<file path="src/hw/adgc_map.svh">
/*
  Register offsets, field positions and reset values of the auxiliary
  converter and pin control block. Assumes 7-bit byte addresses as carried
  in the first byte of each serial frame.
*/
`ifndef ADGC_MAP_SVH
`define ADGC_MAP_SVH

`define ADGC_OFF_ADC      7'h0A
`define ADGC_OFF_DAC      7'h30
`define ADGC_OFF_PIN      7'h32
`define ADGC_OFF_MISC     7'h34
`define ADGC_OFF_CMD      7'h3E

`define ADGC_RST_DAC      12'h0000
`define ADGC_RST_PIN      2'b00
`define ADGC_CODE_W       12

`define ADGC_PIN_DIR0     9
`define ADGC_PIN_DIR1     8
`define ADGC_PIN_LVL0     1
`define ADGC_PIN_LVL1     0

`define ADGC_MISC_ST      8
`define ADGC_MISC_DR_EN   2
`define ADGC_MISC_DR_POL  1
`define ADGC_MISC_DR_SEL  0

`define ADGC_CMD_LATCH    2
`define ADGC_CMD_SWRST    7

`define ADGC_FRAME_BITS   4'h0F

`endif

</file>
<file path="src/hw/adgc_pkg.sv">
/*
  Types shared by the auxiliary converter and pin control block.
  Assumes nothing beyond a SystemVerilog compiler.
*/
package adgc_pkg;

  typedef logic [6:0]  adgc_addr_t;
  typedef logic [15:0] adgc_word_t;

  typedef enum logic [0:0] {
    ADGC_SPI_IDLE  = 1'b0,
    ADGC_SPI_SHIFT = 1'b1
  } adgc_spi_state_t;

endpackage

</file>
<file path="src/hw/adgc_spi_slave.sv">
/*
  Serial slave port: 16-bit frames, first byte write flag and address,
  second byte data, MSB first. Assumes the serial clock is far slower than clk
  (at least eight clk periods per serial half period).
*/
`timescale 1ns/1ps
`include "adgc_map.svh"

module adgc_spi_slave (
  input  wire logic               clk,
  input  wire logic               reset,
  input  wire logic               sclk,
  input  wire logic               cs_n,
  input  wire logic               din,
  input  wire adgc_pkg::adgc_word_t rd_word,
  output logic                    dout,
  output logic                    dout_oe,
  output logic                    wr_pulse,
  output logic                    rd_pulse,
  output adgc_pkg::adgc_addr_t    acc_addr,
  output logic [7:0]              wr_data
);

  // bit 2 sclk, bit 1 cs_n, bit 0 din
  logic [2:0]                s1_q, s2_q, s3_q, filt_q, filt_d;
  adgc_pkg::adgc_spi_state_t state_q, state_d;
  logic [3:0]                cnt_q, cnt_d;
  logic [15:0]               rx_q, rx_d, tx_q, tx_d;
  logic                      wr_q, wr_d, rd_q, rd_d;
  adgc_pkg::adgc_addr_t      addr_q, addr_d;
  logic [7:0]                data_q, data_d;
  logic                      sclk_rise, sclk_fall, cs_low;

  always_comb begin
    filt_d = filt_q;
    for (int i = 0; i < 3; i++) begin
      // only a level held by both later stages counts
      if (s2_q[i] == s3_q[i]) begin
        filt_d[i] = s3_q[i];
      end
    end
    sclk_rise = ~filt_q[2] & filt_d[2];
    sclk_fall = filt_q[2] & ~filt_d[2];
    cs_low    = ~filt_d[1];
    state_d   = state_q;
    cnt_d     = cnt_q;
    rx_d      = rx_q;
    tx_d      = tx_q;
    wr_d      = 1'b0;
    rd_d      = 1'b0;
    addr_d    = addr_q;
    data_d    = data_q;
    if (rd_q) begin
      tx_d = rd_word;
    end
    case (state_q)
      adgc_pkg::ADGC_SPI_IDLE: begin
        cnt_d = 4'h0;
        if (cs_low) begin
          state_d = adgc_pkg::ADGC_SPI_SHIFT;
        end
      end
      adgc_pkg::ADGC_SPI_SHIFT: begin
        if (!cs_low) begin
          state_d = adgc_pkg::ADGC_SPI_IDLE;
          cnt_d   = 4'h0;
        end else if (sclk_rise) begin
          rx_d  = {rx_q[14:0], filt_d[0]};
          cnt_d = cnt_q + 4'h1;
          if (cnt_q == `ADGC_FRAME_BITS) begin
            wr_d   = rx_d[15];
            rd_d   = ~rx_d[15];
            addr_d = rx_d[14:8];
            data_d = rx_d[7:0];
            tx_d   = 16'h0000;
          end
        end else if (sclk_fall && cnt_q != 4'h0) begin
          // first fall of a word keeps the MSB already on the pin
          tx_d = {tx_q[14:0], 1'b0};
        end
      end
      default: begin
        state_d = adgc_pkg::ADGC_SPI_IDLE;
      end
    endcase
  end

  always_ff @(posedge clk) begin
    if (reset) begin
      s1_q    <= 3'b110;
      s2_q    <= 3'b110;
      s3_q    <= 3'b110;
      filt_q  <= 3'b110;
      state_q <= adgc_pkg::ADGC_SPI_IDLE;
      cnt_q   <= 4'h0;
      rx_q    <= 16'h0000;
      tx_q    <= 16'h0000;
      wr_q    <= 1'b0;
      rd_q    <= 1'b0;
      addr_q  <= 7'h00;
      data_q  <= 8'h00;
    end else begin
      s1_q    <= {sclk, cs_n, din};
      s2_q    <= s1_q;
      s3_q    <= s2_q;
      filt_q  <= filt_d;
      state_q <= state_d;
      cnt_q   <= cnt_d;
      rx_q    <= rx_d;
      tx_q    <= tx_d;
      wr_q    <= wr_d;
      rd_q    <= rd_d;
      addr_q  <= addr_d;
      data_q  <= data_d;
    end
  end

  assign dout     = tx_q[15];
  assign dout_oe  = (state_q == adgc_pkg::ADGC_SPI_SHIFT);
  assign wr_pulse = wr_q;
  assign rd_pulse = rd_q;
  assign acc_addr = addr_q;
  assign wr_data  = data_q;

endmodule // adgc_spi_slave

</file>
<file path="src/hw/adgc_aux_dac_gpio_control.sv">
/*
  Auxiliary converter code registers and two general purpose pins with a
  fixed priority owner mux, reached over the serial slave port.
  Assumes the alarm logic and data-ready source live outside and run on clk.
*/
//
// Summary of operation
// - The auxiliary input result reads as unsigned 12-bit straight binary, zero is 0 V.
// - The output code is staged byte by byte and the converter only moves on latch or reset.
// - Writing one to bit 2 of the command register copies the staged code to the latch.
// - The output code register holds bits 11:0 at bytes 0x30 and 0x31, upper bits unused.
// - The output code maps linearly, code zero to 0 V and 0x0FFF to 2.5 V full scale.
// - The output code register is volatile and every reset clears it to zero.
// - Two bidirectional pins have direction and level set by the pin control register.
// - Pin control bit 9 sets line zero direction and bit 8 line one, one meaning output.
// - Pin control bit 1 sets line zero level and bit 0 line one level.
// - Data-ready owns a pin before the alarm, and the alarm before plain pin control.
// - The pin control register is cleared on reset, leaving both pins as inputs.
// - Pin control sits at bytes 0x32 and 0x33 with bits 15:10 and 7:2 unused.
// - Misc control bit 2 enables data-ready, bit 1 sets active high, bit 0 picks line one.
`timescale 1ns/1ps
`include "adgc_map.svh"

module adgc_aux_dac_gpio_control #(
  parameter int CODE_W = `ADGC_CODE_W
) (
  input  wire logic              clk,
  input  wire logic              reset,
  input  wire logic              sclk,
  input  wire logic              cs_n,
  input  wire logic              din,
  output logic                   dout,
  output logic                   dout_oe,
  input  wire logic [CODE_W-1:0] adc_code,
  output logic [CODE_W-1:0]      dac_code,
  output logic                   self_test,
  input  wire logic              data_ready,
  input  wire logic              alarm_active,
  input  wire logic              alarm_pin_en,
  input  wire logic              alarm_pin_sel,
  input  wire logic              alarm_pin_pol,
  input  wire logic              io_line_zero_i,
  output logic                   io_line_zero_o,
  output logic                   io_line_zero_oe,
  input  wire logic              io_line_one_i,
  output logic                   io_line_one_o,
  output logic                   io_line_one_oe
);

  logic                 wr_pulse, rd_pulse;
  adgc_pkg::adgc_addr_t acc_addr;
  logic [7:0]           wr_data;
  adgc_pkg::adgc_word_t rd_word;

  adgc_spi_slave u_spi (
    .clk      (clk),
    .reset    (reset),
    .sclk     (sclk),
    .cs_n     (cs_n),
    .din      (din),
    .rd_word  (rd_word),
    .dout     (dout),
    .dout_oe  (dout_oe),
    .wr_pulse (wr_pulse),
    .rd_pulse (rd_pulse),
    .acc_addr (acc_addr),
    .wr_data  (wr_data)
  );

  // index 0 is line zero, index 1 is line one
  logic [CODE_W-1:0] stage_q, stage_d, latch_q, latch_d;
  logic [1:0]        dir_q, dir_d, lvl_q, lvl_d;
  logic              st_q, st_d, dr_en_q, dr_en_d, dr_pol_q, dr_pol_d, dr_sel_q, dr_sel_d;
  logic [1:0]        ps1_q, ps2_q, ps3_q, pin_f_q, pin_f_d;
  logic [1:0]        pin_o_q, pin_o_d, pin_oe_q, pin_oe_d;
  logic              hi_byte, soft_rst;
  logic [6:0]        word_addr;

  always_comb begin
    hi_byte   = acc_addr[0];
    // both bytes of a register share one even word address
    word_addr = {acc_addr[6:1], 1'b0};
    stage_d   = stage_q;
    latch_d   = latch_q;
    dir_d     = dir_q;
    lvl_d     = lvl_q;
    st_d      = st_q;
    dr_en_d   = dr_en_q;
    dr_pol_d  = dr_pol_q;
    dr_sel_d  = dr_sel_q;
    soft_rst  = 1'b0;
    if (wr_pulse) begin
      case (word_addr)
        `ADGC_OFF_DAC: begin
          // staging only; the converter keeps its old code meanwhile
          if (hi_byte) begin
            stage_d[CODE_W-1:8] = wr_data[CODE_W-9:0];
          end else begin
            stage_d[7:0] = wr_data;
          end
        end
        `ADGC_OFF_PIN: begin
          if (hi_byte) begin
            dir_d[0] = wr_data[`ADGC_PIN_DIR0 - 8];
            dir_d[1] = wr_data[`ADGC_PIN_DIR1 - 8];
          end else begin
            lvl_d[0] = wr_data[`ADGC_PIN_LVL0];
            lvl_d[1] = wr_data[`ADGC_PIN_LVL1];
          end
        end
        `ADGC_OFF_MISC: begin
          if (hi_byte) begin
            st_d = wr_data[`ADGC_MISC_ST - 8];
          end else begin
            dr_en_d  = wr_data[`ADGC_MISC_DR_EN];
            dr_pol_d = wr_data[`ADGC_MISC_DR_POL];
            dr_sel_d = wr_data[`ADGC_MISC_DR_SEL];
          end
        end
        `ADGC_OFF_CMD: begin
          // command bits act once and read back as zero
          if (!hi_byte && wr_data[`ADGC_CMD_LATCH]) begin
            latch_d = stage_q;
          end
          if (!hi_byte && wr_data[`ADGC_CMD_SWRST]) begin
            soft_rst = 1'b1;
          end
        end
        default: begin
        end
      endcase
    end
    // software reset clears volatile state; data-ready setup survives it
    if (soft_rst) begin
      stage_d = `ADGC_RST_DAC;
      latch_d = `ADGC_RST_DAC;
      dir_d   = `ADGC_RST_PIN;
      lvl_d   = `ADGC_RST_PIN;
      st_d    = 1'b0;
    end
  end

  // owner priority: data-ready, then alarm, then plain pin control
  always_comb begin
    pin_f_d  = pin_f_q;
    // released unless a branch below claims the line
    pin_oe_d = 2'h0;
    pin_o_d  = 2'h0;
    for (int i = 0; i < 2; i++) begin
      if (ps2_q[i] == ps3_q[i]) begin
        pin_f_d[i] = ps3_q[i];
      end
      if (dr_en_q && dr_sel_q == i[0]) begin
        pin_oe_d[i] = 1'b1;
        pin_o_d[i]  = dr_pol_q ? data_ready : ~data_ready;
      end else if (alarm_pin_en && alarm_pin_sel == i[0]) begin
        pin_oe_d[i] = 1'b1;
        pin_o_d[i]  = alarm_pin_pol ? alarm_active : ~alarm_active;
      end else begin
        pin_oe_d[i] = dir_q[i];
        pin_o_d[i]  = dir_q[i] & lvl_q[i];
      end
    end
  end

  always_comb begin
    case (word_addr)
      `ADGC_OFF_ADC: rd_word = {{(16-CODE_W){1'b0}}, adc_code};
      `ADGC_OFF_DAC: rd_word = {{(16-CODE_W){1'b0}}, stage_q};
      // input lines read their pin, output lines their level bit
      `ADGC_OFF_PIN: rd_word = {6'h00, dir_q[0], dir_q[1], 6'h00,
                                dir_q[0] ? lvl_q[0] : pin_f_q[0],
                                dir_q[1] ? lvl_q[1] : pin_f_q[1]};
      `ADGC_OFF_MISC: rd_word = {7'h00, st_q, 5'h00, dr_en_q, dr_pol_q, dr_sel_q};
      default: rd_word = 16'h0000;
    endcase
  end

  always_ff @(posedge clk) begin
    if (reset) begin
      stage_q  <= `ADGC_RST_DAC;
      latch_q  <= `ADGC_RST_DAC;
      dir_q    <= `ADGC_RST_PIN;
      lvl_q    <= `ADGC_RST_PIN;
      st_q     <= 1'b0;
      dr_en_q  <= 1'b0;
      dr_pol_q <= 1'b0;
      dr_sel_q <= 1'b0;
      // pins idle high through their pull-ups
      ps1_q    <= 2'b11;
      ps2_q    <= 2'b11;
      ps3_q    <= 2'b11;
      pin_f_q  <= 2'b11;
      pin_o_q  <= 2'b00;
      pin_oe_q <= 2'b00;
    end else begin
      stage_q  <= stage_d;
      latch_q  <= latch_d;
      dir_q    <= dir_d;
      lvl_q    <= lvl_d;
      st_q     <= st_d;
      dr_en_q  <= dr_en_d;
      dr_pol_q <= dr_pol_d;
      dr_sel_q <= dr_sel_d;
      ps1_q    <= {io_line_one_i, io_line_zero_i};
      ps2_q    <= ps1_q;
      ps3_q    <= ps2_q;
      pin_f_q  <= pin_f_d;
      pin_o_q  <= pin_o_d;
      pin_oe_q <= pin_oe_d;
    end
  end

  // linear code to the analog stage, full scale at all ones
  assign dac_code        = latch_q;
  assign self_test       = st_q;
  assign io_line_zero_o  = pin_o_q[0];
  assign io_line_zero_oe = pin_oe_q[0];
  assign io_line_one_o   = pin_o_q[1];
  assign io_line_one_oe  = pin_oe_q[1];

endmodule // adgc_aux_dac_gpio_control

</file>
<file path="config.mk">
export PLATFORM = sky130hd
export DESIGN_NAME = adgc_aux_dac_gpio_control
export DESIGN_NICKNAME = d
export VERILOG_FILES = /design/src/hw/adgc_pkg.sv /design/src/hw/adgc_spi_slave.sv /design/src/hw/adgc_aux_dac_gpio_control.sv
export VERILOG_INCLUDE_DIRS = /design/src /design/src/hw
export SDC_FILE = /design/constraint.sdc
export NUM_CORES = 1
export LEC_CHECK = 0
export BUFFER_PORTS_ARGS = -buffer_cell sky130_fd_sc_hd__buf_2
export CORE_ASPECT_RATIO = 2
export CORE_UTILIZATION = 45
export DETAILED_ROUTE_END_ITERATION = 8
export PLACE_DENSITY_LB_ADDON = 0.08
export SLEW_MARGIN = 20
export SYNTH_ARGS = -nofsm -noshare
export SYNTH_HDL_FRONTEND = slang
export SYNTH_HIERARCHICAL = 1
export SYNTH_SLANG_ARGS = --single-unit
</file>
<file path="constraint.sdc">
create_clock -name clk -period 1.94 [get_ports clk]
set_input_delay 0.388 -clock clk [delete_from_list [all_inputs] [get_ports clk]]
set_output_delay 0.388 -clock clk [all_outputs]
set_load 0.02 [all_outputs]
</file>
* Yosys cells after proc, flatten, opt, wreduce, memory -nomap -nowiden *
Index checks and enable logic that the tools add are counted.

storage, ports and cells
  output and inout bits = 19
  bits of input ports = 24
  bits in registers = 109

cells by class
  add/sub/neg operators = 1
  reductions and logical operators = 20
  mux-type cells = 29
  bitwise logic cells = 16
  equality and inequality tests = 12

operators with widths
  operator                                             number
  2-to-1 mux 16 bit                                    6
  case mux 12 bit (4 select lines)                     1
  equality test 6 x 5 -> 1 bit, second input constant  4
  AND reduction 3 bit                                  8
  2-to-1 mux 1 bit                                     19
  inverter 1 bit                                       12
  2-to-1 mux 4 bit                                     2
  case mux 4 bit (2 select lines)                      1
  logical AND 1 bit                                    7
  equality test 6 x 3 -> 1 bit, second input constant  1
  equality test 1 bit                                  5
  OR reduction 5 bit                                   1
  adder 4 x 1 -> 4 bit, second input constant          1
  bitwise AND 1 bit                                    4
  equality test 4 bit, second input constant           1
  AND reduction 4 bit                                  1
  nonzero test 4 bit                                   1
  != test 3 x 2 -> 1 bit, second input constant        1
  OR reduction 2 bit                                   1
  logical NOT 1 bit                                    1

* Depth between registers and ports, before layout *
  word-level depth = 9
  depth in mapped cells = 7

* Hierarchy *
The synthesis kept the hierarchy.

by module, submodules not included
  module                     sequential area each (um^2)  cells an instance  instances  area an instance (um^2)
  adgc_spi_slave             1301.2                       271                1          2496.1
  adgc_aux_dac_gpio_control  880.8                        210                1          2093.3

* Least setup slack after synthesis *
Ideal clock, no wire load.

  path type = register to register
  from = reg u_spi.cnt_q[0]
  to = reg u_spi.addr_q[1], in the netlist u_spi/acc_addr[1]
  data required time = 1.808 ns
  path buffers = 2
  setup slack = 0.259 ns
  data arrival time = 1.549 ns
  stages on the path, launching flop included = 8
  clock period less this slack = 1.681 ns
  library setup time = 0.132 ns
  cells stage by stage = dfxtp_1 ha_1 nand3_1 or4_1 buf_2 buf_6 nand2_1 a21oi_1

between the ends
  cells in the longest elaborated chain, start to end = 2

ends and longest elaborated chain
  item                                  RTL line               source
  from (decl)                           adgc_spi_slave.sv:27   logic [3:0] cnt_q, cnt_d;
  from (signal assigned)                adgc_spi_slave.sv:108  cnt_q <= cnt_d;
  equality test 4 bit (no source line)  --
  AND reduction 4 bit (no source line)  --
  to (signal assigned)                  adgc_spi_slave.sv:113  addr_q <= addr_d;
  to (decl)                             adgc_spi_slave.sv:30   adgc_pkg::adgc_addr_t addr_q, addr_d;

No other way between the ends.
A chain may end at the register's enable or synchronous reset.

* Worst setup path in the final report *
  from = reg u_spi.cnt_q[0]
  to = reg u_spi.data_q[6], in the netlist u_spi/wr_data[6]

between the ends
  cells in the longest elaborated chain, start to end = 2

ends and longest elaborated chain
  item                                  RTL line               source
  equality test 4 bit (no source line)  --
  AND reduction 4 bit (no source line)  --
  to (signal assigned)                  adgc_spi_slave.sv:114  data_q <= data_d;
  to (decl)                             adgc_spi_slave.sv:31   logic [7:0] data_q, data_d;

No other way between the ends.

==> flow_metrics.env <==
export IMPL_cts_buffer_depth=2
export IMPL_ys_seq_area_share_pct=47.5
export IMPL_slowest_stage="or4_1"
export IMPL_syn_inst=481
export IMPL_cp_num_buf_inv=0
export IMPL_timing_final_crit_share_pct=91.3
export IMPL_setup_violations=0
export IMPL_fmax_mhz=565
export IMPL_die_area_mm2=0.0106
export IMPL_syn_area_mm2=0.00459
export IMPL_cts_tree="built"
export IMPL_hold_path_class="in -> reg"
export IMPL_power_mw=4.07
export IMPL_critical_path_required_ns=2.16
export IMPL_syn_avg_cell_area_um2=9.54
export IMPL_slew_headroom_pct=59.5
export IMPL_multiInputGateArea_mm2=0.00223
export IMPL_area_growth_pct=13.5
export IMPL_post_cts_resized=0
export IMPL_m1WireLength_um=4400
export IMPL_grt_ovfl_total=0
export IMPL_grt_start_max_net_pins=41
export IMPL_post_cts_buffers=0
export IMPL_core_area_mm2=0.00983
export IMPL_ys_ff_latch=109
export IMPL_cts_root_buffer="clkbuf_16"
export IMPL_p_per_area_mw_per_mm2=781
export IMPL_async_flop_share_pct=0
export IMPL_dr_first_iter_drc_count=213
export IMPL_grt_pass1_vias=3442
export IMPL_crit_chain="ha_1 -> nand3_1 -> or4_1 -> nand2_1 -> a21oi_1"
export IMPL_final_hold_violation_count=0
export IMPL_io_buffers=42
export IMPL_wire_per_inst_um=15.8
export IMPL_dr_wl_met2_um=5500
export IMPL_num_io_pins=43
export IMPL_tightest_slew_ns=0.608
export IMPL_firstDrtPassIters=4
export IMPL_cts_sinks=109
export IMPL_vias=3666
export IMPL_cp_max_fo=15
export IMPL_cellLeakagePower_nw=1.85
export IMPL_htreeDepth=3
export IMPL_synth_top_cell_by_area="dfxtp_1"
export IMPL_cp_arrival_ns=1.99
export IMPL_finalClockSkew_ns=0.0103
export IMPL_seq_area_mm2=0.00218
export IMPL_finalCriticalPeriod_ns=1.77
export IMPL_yosys_warnings=6
export IMPL_drive_gt1_share_pct=22.5
export IMPL_tns_ns=0
export IMPL_postCtsHoldBufs=0
export IMPL_status="complete, no violations"
export IMPL_finalMaxSlewViolations=0
export IMPL_viasPerCell=5.55
export IMPL_ir_drop_uv=545
export IMPL_end_kind="register"
export IMPL_cp_start_kind="register"
export IMPL_worstSetupPathType="reg -> reg"
export IMPL_die_w_um=73.4
export IMPL_rsz0062_at_grt="false"
export IMPL_grt_usage_pct=20.6
export IMPL_top_layer="met4"
export IMPL_cap_viol_max_count=0
export IMPL_grt_pass1_wl_um=16800
export IMPL_synth_top_area_share_pct=47.5
export IMPL_antennaDiodeCount=0
export IMPL_synth_area_top_cells="dfxtp_1, nand2_1, a21oi_1"
export IMPL_post_dp_hpwl_um=7530
export IMPL_cts_buffers=9
export IMPL_initial_utilization_pct=46.7
export IMPL_fillers=988
export IMPL_synth_cell_types=58
export IMPL_die_height_um=145
export IMPL_rows=51
export IMPL_synth_edf_count=0
export IMPL_cp_top_family="simple AND/OR/NAND/NOR gates"
export IMPL_place_gp_congestion=0.846
export IMPL_antenna_found_initial=0
export IMPL_drc=0
export IMPL_insertion_delay_ns=0.34
export IMPL_nets=550
export IMPL_drtAntennaViolNets=0
export IMPL_dr_wl_met3_um=290
export IMPL_max_stage_delay_ns=0.74
export IMPL_wirelength_um=10400
export IMPL_clk_pin_slew_ns=0.07
export IMPL_synthFlopType="dfxtp_1"
==> worst register-to-register path: stages, from the launching register on <==
cell and delay [ns]:
dfxtp_1 0.39, ha_1 0.18, nand3_1 0.10, or4_1 0.74, nand2_1 0.17, a21oi_1 0.07
==> metal layers <==
| layer | GRT usage, % | vias up |
|---|---|---|
| met5 | 0 | - |
| li1 | - | 1820 |
| met3 | 3.60 | 14 |
| met4 | 8.40 | 0 |
| met1 | 23.2 | 1758 |
| met2 | 37.4 | 74 |
==> final timing paths <==
| kind | startpoint | slack [ns] | end | depth (start not counted) |
|---|---|---|---|---|
| worst max-delay path | u_spi/cnt_q[0] | 0.17 | u_spi/wr_data[6] | 5 |
| worst min-delay path | sclk | 0.22 | u_spi/s1_q[2] | 2 |
| worst max register to register | u_spi/cnt_q[0] | 0.17 | u_spi/wr_data[6] | 5 |
| worst min register to register | u_spi/s1_q[2] | 0.41 | u_spi/s2_q[2] | 1 |
==> cell families (layout without fill, tap and decap cells) <==
logic type | count (synthesis) | count (layout) | synth area share, %
and+or+nand+nor | 180 | 180 | 22.5
AOI/OAI and AO/OA | 126 | 126 | 19.2
DFF | 109 | 109 | 47.5
buffers and inverters | 36 | 80 | 4.17
muxes | 22 | 22 | 4.91
xor gates and xnor gates | 4 | 4 | 0.763
adders and majority gates | 3 | 3 | 0.791
other | 1 | 4 | 0.0817
==> where the power goes <==
part | internal (mW) | total, mW | leakage, nW | switching [mW]
Sequential | 2.25 | 2.26 | 0.881 | 0.00693
Combinational | 0.0450 | 0.107 | 0.832 | 0.0623
Clock | 0.878 | 1.71 | 0.138 | 0.829
==> placed cells by master (no fill, tap or decap), types with 3 or more instances in the layout <==
master | synthesis | final
nand2_1 | 69 | 69
nand4bb_1 | 3 | 3
o32ai_1 | 15 | 15
xnor2_1 | 3 | 3
a21oi_1 | 46 | 46
o21ai_1 | 7 | 7
conb_1 | 1 | 4
a221o_1 | 4 | 4
buf_2 | 12 | 42
nor3_1 | 4 | 4
a21oi_2 | 10 | 10
nand3_1 | 20 | 20
o21ai_0 | 7 | 7
dfxtp_1 | 109 | 109
a22o_1 | 20 | 20
o21bai_1 | 3 | 3
nand4_1 | 4 | 4
and3_1 | 3 | 3
mux2_2 | 4 | 4
inv_1 | 5 | 5
o21ai_2 | 4 | 4
clkbuf_16 | 0 | 9
nor2_1 | 10 | 10
buf_4 | 3 | 18
mux2i_1 | 18 | 18
nand3b_1 | 3 | 3
nand2b_1 | 18 | 18
or3_1 | 3 | 3
or2_2 | 13 | 13
nor2b_1 | 7 | 7
o31ai_1 | 4 | 4
==> stage by stage <==
step                      instances  cell area [µm²]  hold WS, ns  utilization, %  worst slack [ns]
after floorplan                 484             4600        0.389               -             0.259
after global placement          645             4940        0.391            50.3             0.203
after detailed placement        645             4940        0.398            50.3             0.167
after CTS                       660             5210        0.210            53.0             0.155
after global routing            660             5210        0.214            53.0            0.0216
final                           660             5210        0.218            53.0             0.169
==> cells in the mapped netlist (2+ instances only) <==
master	count
dfxtp_1	109
nand2_1	69
a21oi_1	46
a22o_1	20
nand3_1	20
mux2i_1	18
nand2b_1	18
o32ai_1	15
or2_2	13
buf_2	12
clkbuf_1	12
a21oi_2	10
nor2_1	10
nor2b_1	7
o21ai_0	7
o21ai_1	7
inv_1	5
a221o_1	4
buf_6	4
mux2_2	4
nand4_1	4
nor3_1	4
o21ai_2	4
o31ai_1	4
and3_1	3
buf_4	3
nand3b_1	3
nand4bb_1	3
o21bai_1	3
or3_1	3
xnor2_1	3
a311oi_1	2
and3b_1	2
and4b_1	2
and4bb_2	2
ha_1	2
nor3_2	2
nor4_4	2
==> flip-flops by register name (all words and copies together) (netlist names), 3 cells and up <==
name	cells
u_spi/tx_q	16
u_spi/filt_q	3
dac_code	12
u_spi/cnt_q	4
u_spi/s1_q	3
u_spi/acc_addr	7
u_spi/rx_q	15
u_spi/s2_q	3
u_spi/s3_q	3
u_spi/wr_data	8
stage_q	12
==> final cells by class <==
type                       count  share of cell area (%)
multi-input combinational    339                    42.7
sequential                   109                    41.9
timing repair buffer          60                    6.63
clock buffer                   9                    4.32
tap                          132                    3.17
clock inverter                 6                   0.912
inverter                       5                   0.360
No activity file was read; power rests on OpenSTA's default activity.
